### src/core/alu_pkg.sv
package alu_pkg;
	// operation selects
	typedef enum logic [2:0] {
		OP_NONE,
		OP_ADD,
		OP_ADD_CARRY,
		OP_SHIFT_RIGHT,
		OP_CLEAR_BIT,
		OP_SKIP_LOW,
		OP_JUMP
	} op_t;

	localparam int          DATA_W       = 8;
	localparam int          ADDR_W       = 7;
	localparam int          BIT_W        = 3;
	localparam int          PC_W         = 15;
	localparam int          OFFSET_W     = 9;
	localparam int          FILE_DEPTH   = 128;
	localparam int          HALF_BIT     = 4;
	localparam int          FLUSH_CYCLES = 1;
	localparam logic [7:0]  RST_ACC      = 8'h00;
	localparam logic [14:0] RST_PC       = 15'h0000;
	localparam logic        RST_FLAG     = 1'b0;
endpackage : alu_pkg

### src/core/alu_adder.sv
`timescale 1ns/100ps
// 8-bit adder with carry out of bit 3 and bit 7
module alu_adder (
	// operands
	input  wire logic [7:0] i_a,
	input  wire logic [7:0] i_b,
	input  wire logic       i_cin,
	// results
	output logic      [7:0] o_sum,
	output logic            o_carry,
	output logic            o_half
);
	logic [4:0] low;
	logic [8:0] full;

	always_comb begin
		low     = {1'b0, i_a[3:0]} + {1'b0, i_b[3:0]} + {4'h0, i_cin};
		full    = {1'b0, i_a} + {1'b0, i_b} + {8'h00, i_cin};
		o_sum   = full[7:0];
		o_carry = full[8];
		o_half  = low[4];
	end
endmodule : alu_adder

### src/core/alu_bit_branch_ops.sv
`timescale 1ns/100ps
// How it works
// - add accumulator and file register, route by destination bit
// - add with carry-in too, same routing, carry half-carry zero
// - shift right: bits 7:1 to 6:0, bit 0 to carry
// - shift right keeps bit 7 so sign is preserved
// - clear one selected bit of file register, flags untouched
// - skip when tested bit is zero: flush next, two cycles
// - tested bit one: next instruction runs normally
// - jump: pc becomes pc plus one plus signed 9-bit offset
// - every jump takes two cycles, flushing the fetched instruction
// - pc change or true test costs a second nop cycle
module alu_bit_branch_ops (
	// clock and reset
	input  wire logic        i_clock,
	input  wire logic        i_rst_n,
	// instruction
	input  wire logic        i_valid,
	input  alu_pkg::op_t     i_op,
	input  wire logic [6:0]  i_file_addr,
	input  wire logic [2:0]  i_bit_sel,
	input  wire logic        i_dest,
	input  wire logic [8:0]  i_offset,
	// file register preload
	input  wire logic        i_fill,
	input  wire logic [7:0]  i_fill_data,
	// state
	output logic             o_busy,
	output logic      [7:0]  o_acc,
	output logic      [14:0] o_pc,
	output logic             o_carry,
	output logic             o_half_carry_flag,
	output logic             o_zero,
	// file register read-back
	input  wire logic [6:0]  i_peek_addr,
	output logic      [7:0]  o_peek_data
);
	logic [1:0]  rst_sync_ff;
	logic        rst_n;
	logic [7:0]  file_ff [alu_pkg::FILE_DEPTH];
	logic [7:0]  acc_ff;
	logic [14:0] pc_ff;
	logic        carry_ff;
	logic        half_ff;
	logic        zero_ff;
	logic        flush_ff;
	logic [7:0]  peek_ff;
	logic [7:0]  src;
	logic [7:0]  sum;
	logic        sum_carry;
	logic        sum_half;
	logic [7:0]  nxt_result;
	logic        exec;
	logic        writes;
	logic        take_two;
	logic        carry_in;
	logic        write_file;
	logic        write_acc;
	logic        clear_bit;
	logic        jump_now;
	logic [14:0] jump_target;

	function automatic logic is_zero(input logic [7:0] v);
		is_zero = (v == 8'h00);
	endfunction : is_zero

	// both adds share routing and flag updates
	function automatic logic is_add(input alu_pkg::op_t op);
		is_add = (op == alu_pkg::OP_ADD) || (op == alu_pkg::OP_ADD_CARRY);
	endfunction : is_add

	function automatic logic sets_zero(input alu_pkg::op_t op);
		sets_zero = is_add(op) || (op == alu_pkg::OP_SHIFT_RIGHT);
	endfunction : sets_zero

	function automatic logic [14:0] sext_offset(input logic [8:0] k);
		sext_offset = {{(alu_pkg::PC_W - alu_pkg::OFFSET_W){k[8]}}, k};
	endfunction : sext_offset

	always_ff @(posedge i_clock or negedge i_rst_n) begin
		if (!i_rst_n) begin
			rst_sync_ff <= 2'b00;
		end else begin
			rst_sync_ff <= {rst_sync_ff[0], 1'b1};
		end
	end
	assign rst_n = rst_sync_ff[1];

	assign src  = file_ff[i_file_addr];
	// instructions arriving in the flush slot are discarded as a nop
	assign exec = i_valid && !flush_ff;
	assign write_file  = exec && writes && i_dest;
	assign write_acc   = exec && writes && !i_dest;
	assign clear_bit   = exec && (i_op == alu_pkg::OP_CLEAR_BIT);
	assign jump_now    = exec && (i_op == alu_pkg::OP_JUMP);
	assign carry_in    = (i_op == alu_pkg::OP_ADD_CARRY) ? carry_ff : 1'b0;
	assign jump_target = pc_ff + 15'h0001 + sext_offset(i_offset);

	alu_adder u_adder (
		.i_a     (acc_ff),
		.i_b     (src),
		.i_cin   (carry_in),
		.o_sum   (sum),
		.o_carry (sum_carry),
		.o_half  (sum_half)
	);

	always_comb begin
		nxt_result = src;
		writes     = 1'b0;
		case (i_op)
			alu_pkg::OP_ADD, alu_pkg::OP_ADD_CARRY: begin
				nxt_result = sum;
				writes     = 1'b1;
			end
			alu_pkg::OP_SHIFT_RIGHT: begin
				nxt_result = {src[7], src[7:1]};
				writes     = 1'b1;
			end
			default: begin
				nxt_result = src;
				writes     = 1'b0;
			end
		endcase
	end

	always_comb begin
		case (i_op)
			alu_pkg::OP_SKIP_LOW: take_two = !src[i_bit_sel];
			alu_pkg::OP_JUMP:     take_two = 1'b1;
			default:              take_two = 1'b0;
		endcase
	end

	always_ff @(posedge i_clock or negedge rst_n) begin
		if (!rst_n) begin
			flush_ff <= 1'b0;
		end else begin
			flush_ff <= exec && take_two;
		end
	end

	// file array has no reset: contents are undefined until written
	always_ff @(posedge i_clock) begin
		if (write_file) begin
			file_ff[i_file_addr] <= nxt_result;
		end else if (clear_bit) begin
			file_ff[i_file_addr][i_bit_sel] <= 1'b0;
		end else if (i_fill) begin
			// preload only where no instruction writes
			file_ff[i_file_addr] <= i_fill_data;
		end
		peek_ff <= file_ff[i_peek_addr];
	end

	always_ff @(posedge i_clock or negedge rst_n) begin
		if (!rst_n) begin
			acc_ff <= alu_pkg::RST_ACC;
		end else if (write_acc) begin
			acc_ff <= nxt_result;
		end
	end

	// carry: both adds and the shift
	always_ff @(posedge i_clock or negedge rst_n) begin
		if (!rst_n) begin
			carry_ff <= alu_pkg::RST_FLAG;
		end else if (exec) begin
			case (i_op)
				alu_pkg::OP_ADD, alu_pkg::OP_ADD_CARRY: begin
					carry_ff <= sum_carry;
				end
				alu_pkg::OP_SHIFT_RIGHT: begin
					carry_ff <= src[0];
				end
				default: begin
					carry_ff <= carry_ff;
				end
			endcase
		end
	end

	// half-carry: shift leaves it alone
	always_ff @(posedge i_clock or negedge rst_n) begin
		if (!rst_n) begin
			half_ff <= alu_pkg::RST_FLAG;
		end else if (exec && is_add(i_op)) begin
			half_ff <= sum_half;
		end
	end

	always_ff @(posedge i_clock or negedge rst_n) begin
		if (!rst_n) begin
			zero_ff <= alu_pkg::RST_FLAG;
		end else if (exec && sets_zero(i_op)) begin
			zero_ff <= is_zero(nxt_result);
		end
	end

	// pc points at the instruction being presented
	always_ff @(posedge i_clock or negedge rst_n) begin
		if (!rst_n) begin
			pc_ff <= alu_pkg::RST_PC;
		end else if (jump_now) begin
			pc_ff <= jump_target;
		end else if (i_valid) begin
			// flushed slots still advance the pc
			pc_ff <= pc_ff + 15'h0001;
		end
	end

	assign o_busy            = flush_ff;
	assign o_acc             = acc_ff;
	assign o_pc              = pc_ff;
	assign o_carry           = carry_ff;
	assign o_half_carry_flag = half_ff;
	assign o_zero            = zero_ff;
	assign o_peek_data       = peek_ff;
endmodule : alu_bit_branch_ops

### config.mk
export PLATFORM = sky130hd
export DESIGN_NAME = alu_bit_branch_ops
export DESIGN_NICKNAME = d
export VERILOG_FILES = /design/src/core/alu_pkg.sv /design/src/core/alu_adder.sv /design/src/core/alu_bit_branch_ops.sv
export SDC_FILE = /design/constraint.sdc
export NUM_CORES = 2
export LEC_CHECK = 0
export BUFFER_PORTS_ARGS = -buffer_cell sky130_fd_sc_hd__clkbuf_2
export CAP_MARGIN = 0
export CORE_ASPECT_RATIO = 0.5
export CORE_MARGIN = 2
export CORE_UTILIZATION = 57
export DETAILED_ROUTE_END_ITERATION = 6
export MAX_ROUTING_LAYER = met4
export PLACE_DENSITY = 0.73
export SETUP_SLACK_MARGIN = 0.1
export SLEW_MARGIN = 20
export SYNTH_ARGS = -nofsm -noshare
export SYNTH_HDL_FRONTEND = slang
export SYNTH_SLANG_ARGS = --single-unit
### constraint.sdc
create_clock -name i_clock -period 1.3 [get_ports i_clock]
set_input_delay 0.26 -clock i_clock [delete_from_list [all_inputs] [get_ports i_clock]]
set_output_delay 0.26 -clock i_clock [all_outputs]
set_load 0.005 [all_outputs]
; ---- After elaboration in Yosys (flattened, before gate mapping)
; Memory sizes are Yosys's and may differ from the RTL's. A register that Yosys moved wholly into a read port is not among the register bits.
; Index checks and enable logic that the tools add are counted.
[totals]
register_bits = 29
ramBits = 1024
in_bits = 42
word_cells = 95
memories = 1
[op_classes]
add_sub_neg = 6
n_lt_le_gt_ge = 2
eq_ne = 6
muxes = 36
bitwise = 16
n_reduce_logical = 21
[memory_table]
columns = name, depth, word_bits, rd, rd_clocked_by_memory_dff, wr, line_no
row1 = file_ff, 128, 8, 2, 1, 1, alu_bit_branch_ops.sv:40  ; logic [7:0] file_ff [alu_pkg::FILE_DEPTH];
[op_table]
columns = operator, n
row1 = 15-bit two-way mux, 2
row2 = 1-bit two-way mux, 28
row3 = 1-bit bitwise OR, 16
row4 = 8-bit one-hot mux with 2 select lines, 1
row5 = 15-bit by 1-bit adder with 15-bit output (second input constant), 1
row6 = 15-bit adder, 1
row7 = 1-bit logical AND, 10
row8 = 8-bit by 8-bit adder with 9-bit output, 1
row9 = 9-bit by 1-bit adder with 9-bit output, 1
row10 = 3-bit equality test (second input constant), 3
row11 = 8-bit zero test, 1
row12 = 8-bit two-way mux, 1
row13 = 3-bit by 2-bit equality test with 1-bit output (second input constant), 2
row14 = 4-bit by 4-bit adder with 5-bit output, 1
row15 = 5-bit by 1-bit adder with 5-bit output, 1
row16 = 3-bit by 4-bit < comparator with 1-bit output (second input constant), 1
row17 = 1-bit one-hot mux with 2 select lines, 2
row18 = 2-bit nonzero test, 2
row19 = 1-bit binary-select mux with 3-bit select, 1
row20 = 1-bit demux with 3-bit select, 1
row21 = 3-bit by 1-bit equality test with 1-bit output (second input constant), 1
row22 = 3-bit by 1-bit >= comparator with 1-bit output (second input constant), 1
row23 = 1-bit zero test, 3
row24 = 3-bit OR reduction, 1
row25 = 3 further kinds, 4

; ---- Depth between registers and ports, before layout
[logic_depth]
depth_word = 9
depth_mapped = 25
mapped_depth_nobuf = 19

; ---- Hierarchy
; Synthesis repeated with hierarchy kept, for this count alone.
[hier_totals]
hier_cells = 4186
area_unflattened_um2 = 56061.3
[by_module_without_submodules]
columns = module, instances, cells_per_inst, area_each_um2, seq_area_each_um2
row1 = alu_bit_branch_ops, 1, 4147, 55727.2, 31635.3
row2 = alu_adder, 1, 39, 334.1, 0.0

; ---- Worst setup path before layout
; No wires, ideal clock.
[synth_timing]
path_kind = input-to-reg
startpoint = in i_file_addr[0]
endpoint = mem file_ff[0][5], data pin
setup_time_ns = 0.897
arrival_ns = 7.288
setup_slack_ns = -6.885
stages = 18
path_buffers = 3
cell_sequence = buf_6 buf_6 buf_2 mux4_2 mux2i_1 nor3_1 a2111o_1 nor4_2 inv_1 fa_1 a21o_1 a21oi_1 o21ai_0 a21oi_1 xnor2_1 a21oi_1 a211o_1 o22ai_1
[synth_between]
elab_chain_len = 6
[synth_rtl]
columns = item, line_no
row1 = from (decl), alu_bit_branch_ops.sv:20  ; input wire logic [6:0] i_file_addr,
row2 = memory 128 x 8 bit *, -
row3 = 8-bit by 8-bit adder with 9-bit output, alu_adder.sv:18  ; full = {1'b0, i_a} + {1'b0, i_b} + {8'h00, i_cin};
row4 = 9-bit by 1-bit adder with 9-bit output, alu_adder.sv:18
row5 = 8-bit one-hot mux with 2 select lines *, alu_bit_branch_ops.sv:111  ; case (i_op)
row6 = 1-bit two-way mux (no source line) * (2 in a row), -
row7 = to (decl), alu_bit_branch_ops.sv:40
; Every way passes the cells marked *; elsewhere a longest branch is shown, timed or not.

==> results.sh <==
export IMPL_status="finished, violations left"
export IMPL_violations="DRC, hold timing, setup timing"
export IMPL_cts_tree="built"
export IMPL_ir_drop_v=0.00110
export IMPL_slew_headroom_pct=37.9
export IMPL_crit_slowest_cell="or4_4"
export IMPL_finalSetupViolations=2118
export IMPL_synth_nets=3992
export IMPL_setup_slack_ps=-3550
export IMPL_instances_no_fill=5974
export IMPL_p_total_mw=87.8
export IMPL_h_tree_depth=3
export IMPL_crit_type="reg2reg"
export IMPL_ys_types=83
export IMPL_finalCritPeriodShare_pct=373
export IMPL_place_congestion=1.05
export IMPL_hold_viol=1
export IMPL_tns_ps=-4584830
export IMPL_cp_cell_sequence="mux2i_1, mux4_2, a21boi_4, or4_4, a41o_4, nor4_4, buf_12, inv_4, fa_2, a21o_1, a21oi_2, o21ai_1, a21oi_2, o21ai_1, xor2_1, mux2i_1, o21ai_1, o21a_4, buf_12, buf_12"
export IMPL_synth_common_cells="1085 x nor2_1, 1024 x edfxtp_1, 531 x mux4_2"
export IMPL_drtIter0Drc=8116
export IMPL_wl_per_cell_um=34.3
export IMPL_synth_most_common_cell="nor2_1"
export IMPL_synth_edf_count=1024
export IMPL_startpoint_type="flip-flop"
export IMPL_clk_pin_slew_ps=70
export IMPL_crit_arrival_ps=5280
export IMPL_swShare_pct=27.4
export IMPL_dp_cells=5735
export IMPL_p_seq_share_pct=45.1
export IMPL_critPathCaptureType="flip-flop"
export IMPL_synthesis_area_mm2=0.0554
export IMPL_clockBufferDepth=3
export IMPL_max_freq_mhz=206
export IMPL_grt_pass1_wl_mm=288
export IMPL_p_comb_share_pct=21.5
export IMPL_grt_pass1_vias=40900
export IMPL_syn_area_per_cell_um2=14.1
export IMPL_utilization_pct=71.4
export IMPL_cts_sinks=1061
export IMPL_synthTopCellsByArea="edfxtp_1 56%, mux4_2 22%, nor2_1 7.4%"
export IMPL_core_area_mm2=0.0958
export IMPL_final_max_slew_viol_count=0
export IMPL_yosys_warnings=0
export IMPL_grt_max_degree=97
export IMPL_power_density_mw_per_mm2=1280
export IMPL_skew_ps=41.9
export IMPL_track_usage_pct=42.0
export IMPL_post_synth_inst_count=3925
export IMPL_vias=42300
export IMPL_initial_core_util_pct=57.8
export IMPL_drt_wl_total_mm=205
export IMPL_ant_nets=0
export IMPL_yosys_area_top_type="edfxtp_1"
export IMPL_nNetsFinal=4675
export IMPL_first_pass_iters=7
export IMPL_holdWs_ps=-56.8
export IMPL_drc=3
export IMPL_vias_per_cell=7.08
export IMPL_yosysSeqAreaShare_pct=57.1
export IMPL_ys_flop_type="edfxtp_1"
export IMPL_overflow=0
export IMPL_hpwl_mm=144
export IMPL_syn_to_final_growth_pct=23.5
export IMPL_maxCapViolCount=0
export IMPL_rows=80
export IMPL_numCtsBuffers=95
export IMPL_synth_seq_cells=1061
export IMPL_drive_above_1_share_pct=36.1
export IMPL_p_switching_mw=24.1
export IMPL_period_minus_slack_ps=4850
export IMPL_dieArea_mm2=0.0998
export IMPL_fp_dieW_um=445
export IMPL_path_max_fanout=37
export IMPL_cts_hold_buffers=3
export IMPL_port_buffers=76
export IMPL_ys_async_sr_fraction_pct=2.73
export IMPL_clock_latency_ps=710
export IMPL_leakagePower_nw=24.5
export IMPL_intPower_mw=63.8
export IMPL_worst_pin_slew_ps=931
export IMPL_hold_path_class="in2reg"
export IMPL_cts_root_buf="clkbuf_16"
export IMPL_rsz0062_at_grt="true"
export IMPL_die_y_um=224
export IMPL_io_pins=77
export IMPL_required_ps=1740
export IMPL_max_stage_delay_ps=550
export IMPL_synth_top_area_share_pct=55.5
export IMPL_pwr_share_clk_pct=33.4
export IMPL_antenna_found_initial=14
-- cell type report --
class | instances | area [um^2]
Timing Repair Buffer | 914 | 9380
Inverter | 28 | 108
Clock inverter | 49 | 503
Multi-Input combinational cell | 2508 | 22500
Antenna cell | 18 | 45.0
Sequential cell | 1061 | 31600
Clock buffer | 125 | 2600
Tap cell | 1271 | 1590
Fill cell | 6049 | 27400
-- what timing repair did --
action,4_1_cts,5_1_grt
setup buffers,20,6
resized for setup,39,21
pin swaps,13,13
endpoints found under the hold margin,7,1
endpoints found under the setup margin,2118,2118
gates cloned,8,12
-- sequential cells by signal, summed over array words and instances (netlist names) --
name / flops
file_ff: 1024
o_acc: 8
o_busy: 1
o_carry: 1
o_half_carry_flag: 1
o_pc: 15
o_peek_data: 8
o_zero: 1
rst_sync_ff: 2
-- kinds of logic (layout without fill, tap and decap cells) --
logic type               count (synthesis)  count (layout)  synth area share (%)
multiplexers                           623             623                  23.4
XOR/XNOR                                29              29                 0.459
adder cells (fa/ha/maj)                 25              25                 0.606
other                                    1              19               0.00677
buffers and inverters                  356            1116                  2.85
flip-flops                            1061            1061                  57.1
AO/OA/AOI/OAI                          394             394                  5.01
AND/OR/NAND/NOR                       1436            1436                  10.5
-- worst max-delay path: cells and delay by family, from the launching register on --
kind | cells | cell delay, ps
multiplexers | 3 | 770
AO/OA/AOI/OAI | 9 | 1380
buffers and inverters | 4 | 520
XOR/XNOR | 1 | 160
adder cells (fa/ha/maj) | 1 | 360
AND/OR/NAND/NOR | 2 | 910
flip-flops | 1 | 450
-- metrics by stage --
| stage | worst slack [ps] | cell area [um^2] |
|---|---|---|
| floorplan | -3850 | 55600 |
| CTS | -3440 | 68000 |
| global placement | -3960 | 64300 |
| detailed placement | -4000 | 64300 |
| finish | -3550 | 68400 |
| global route | -3710 | 68300 |
-- metal layers --
| layer | part of all wire (%) | vias up | track usage, % |
|---|---|---|---|
| met5 | 0 | - | - |
| met4 | 4.4 | 0 | 13.3 |
| met3 | 20 | 632 | 20.0 |
| met2 | 41 | 4006 | 57.2 |
| met1 | 34 | 21100 | 55.9 |
| li1 | - | 16600 | - |
-- power by group through the flow --
stage	combinational [mW]	sequential [mW]	clock, mW
after CTS	17.7	39.6	29.1
final	18.9	39.6	29.3
after floorplan	8.26	40.6	0
after detailed placement	16.7	40.4	0
after global routing	19.6	39.7	30.4
after global placement	16.3	40.3	0
-- worst paths after layout --
check / start / end / slack [ps] / depth (start not counted)
setup / recovery: file_ff[98][0] / file_ff[125][7] / -3550 / 20
hold / removal: i_offset[0] / o_pc[0] / -60 / 4
setup reg to reg: file_ff[98][0] / file_ff[125][7] / -3550 / 20
hold reg to reg: rst_sync_ff[1] / o_pc[5] / 230 / 1
max in group asynchronous: i_rst_n / rst_sync_ff[0] / 740 / 3
min in group asynchronous: rst_sync_ff[1] / o_pc[5] / 230 / 1
-- layout by cell type, fill, tap and decap left out, drive strengths merged, types with 15 or more instances in the layout --
cell type  Yosys  layout
ha            22      22
mux2i         48      48
xor2          15      15
a31oi         25      25
a22oi         91      91
mux4         531     531
nand3         28      28
nor3          16      16
dfrtp         29      29
nand2b        15      15
nor2        1085    1085
inv           26      28
clkbuf       211     202
and3          21      21
nor2b         17      17
mux2          44      44
diode          0      18
a221oi        36      36
clkinv         2      35
o21ai         57      57
nand2        195     195
a21oi         73      73
buf          117     834
edfxtp      1024    1024
(Power assumes the default switching activity.)
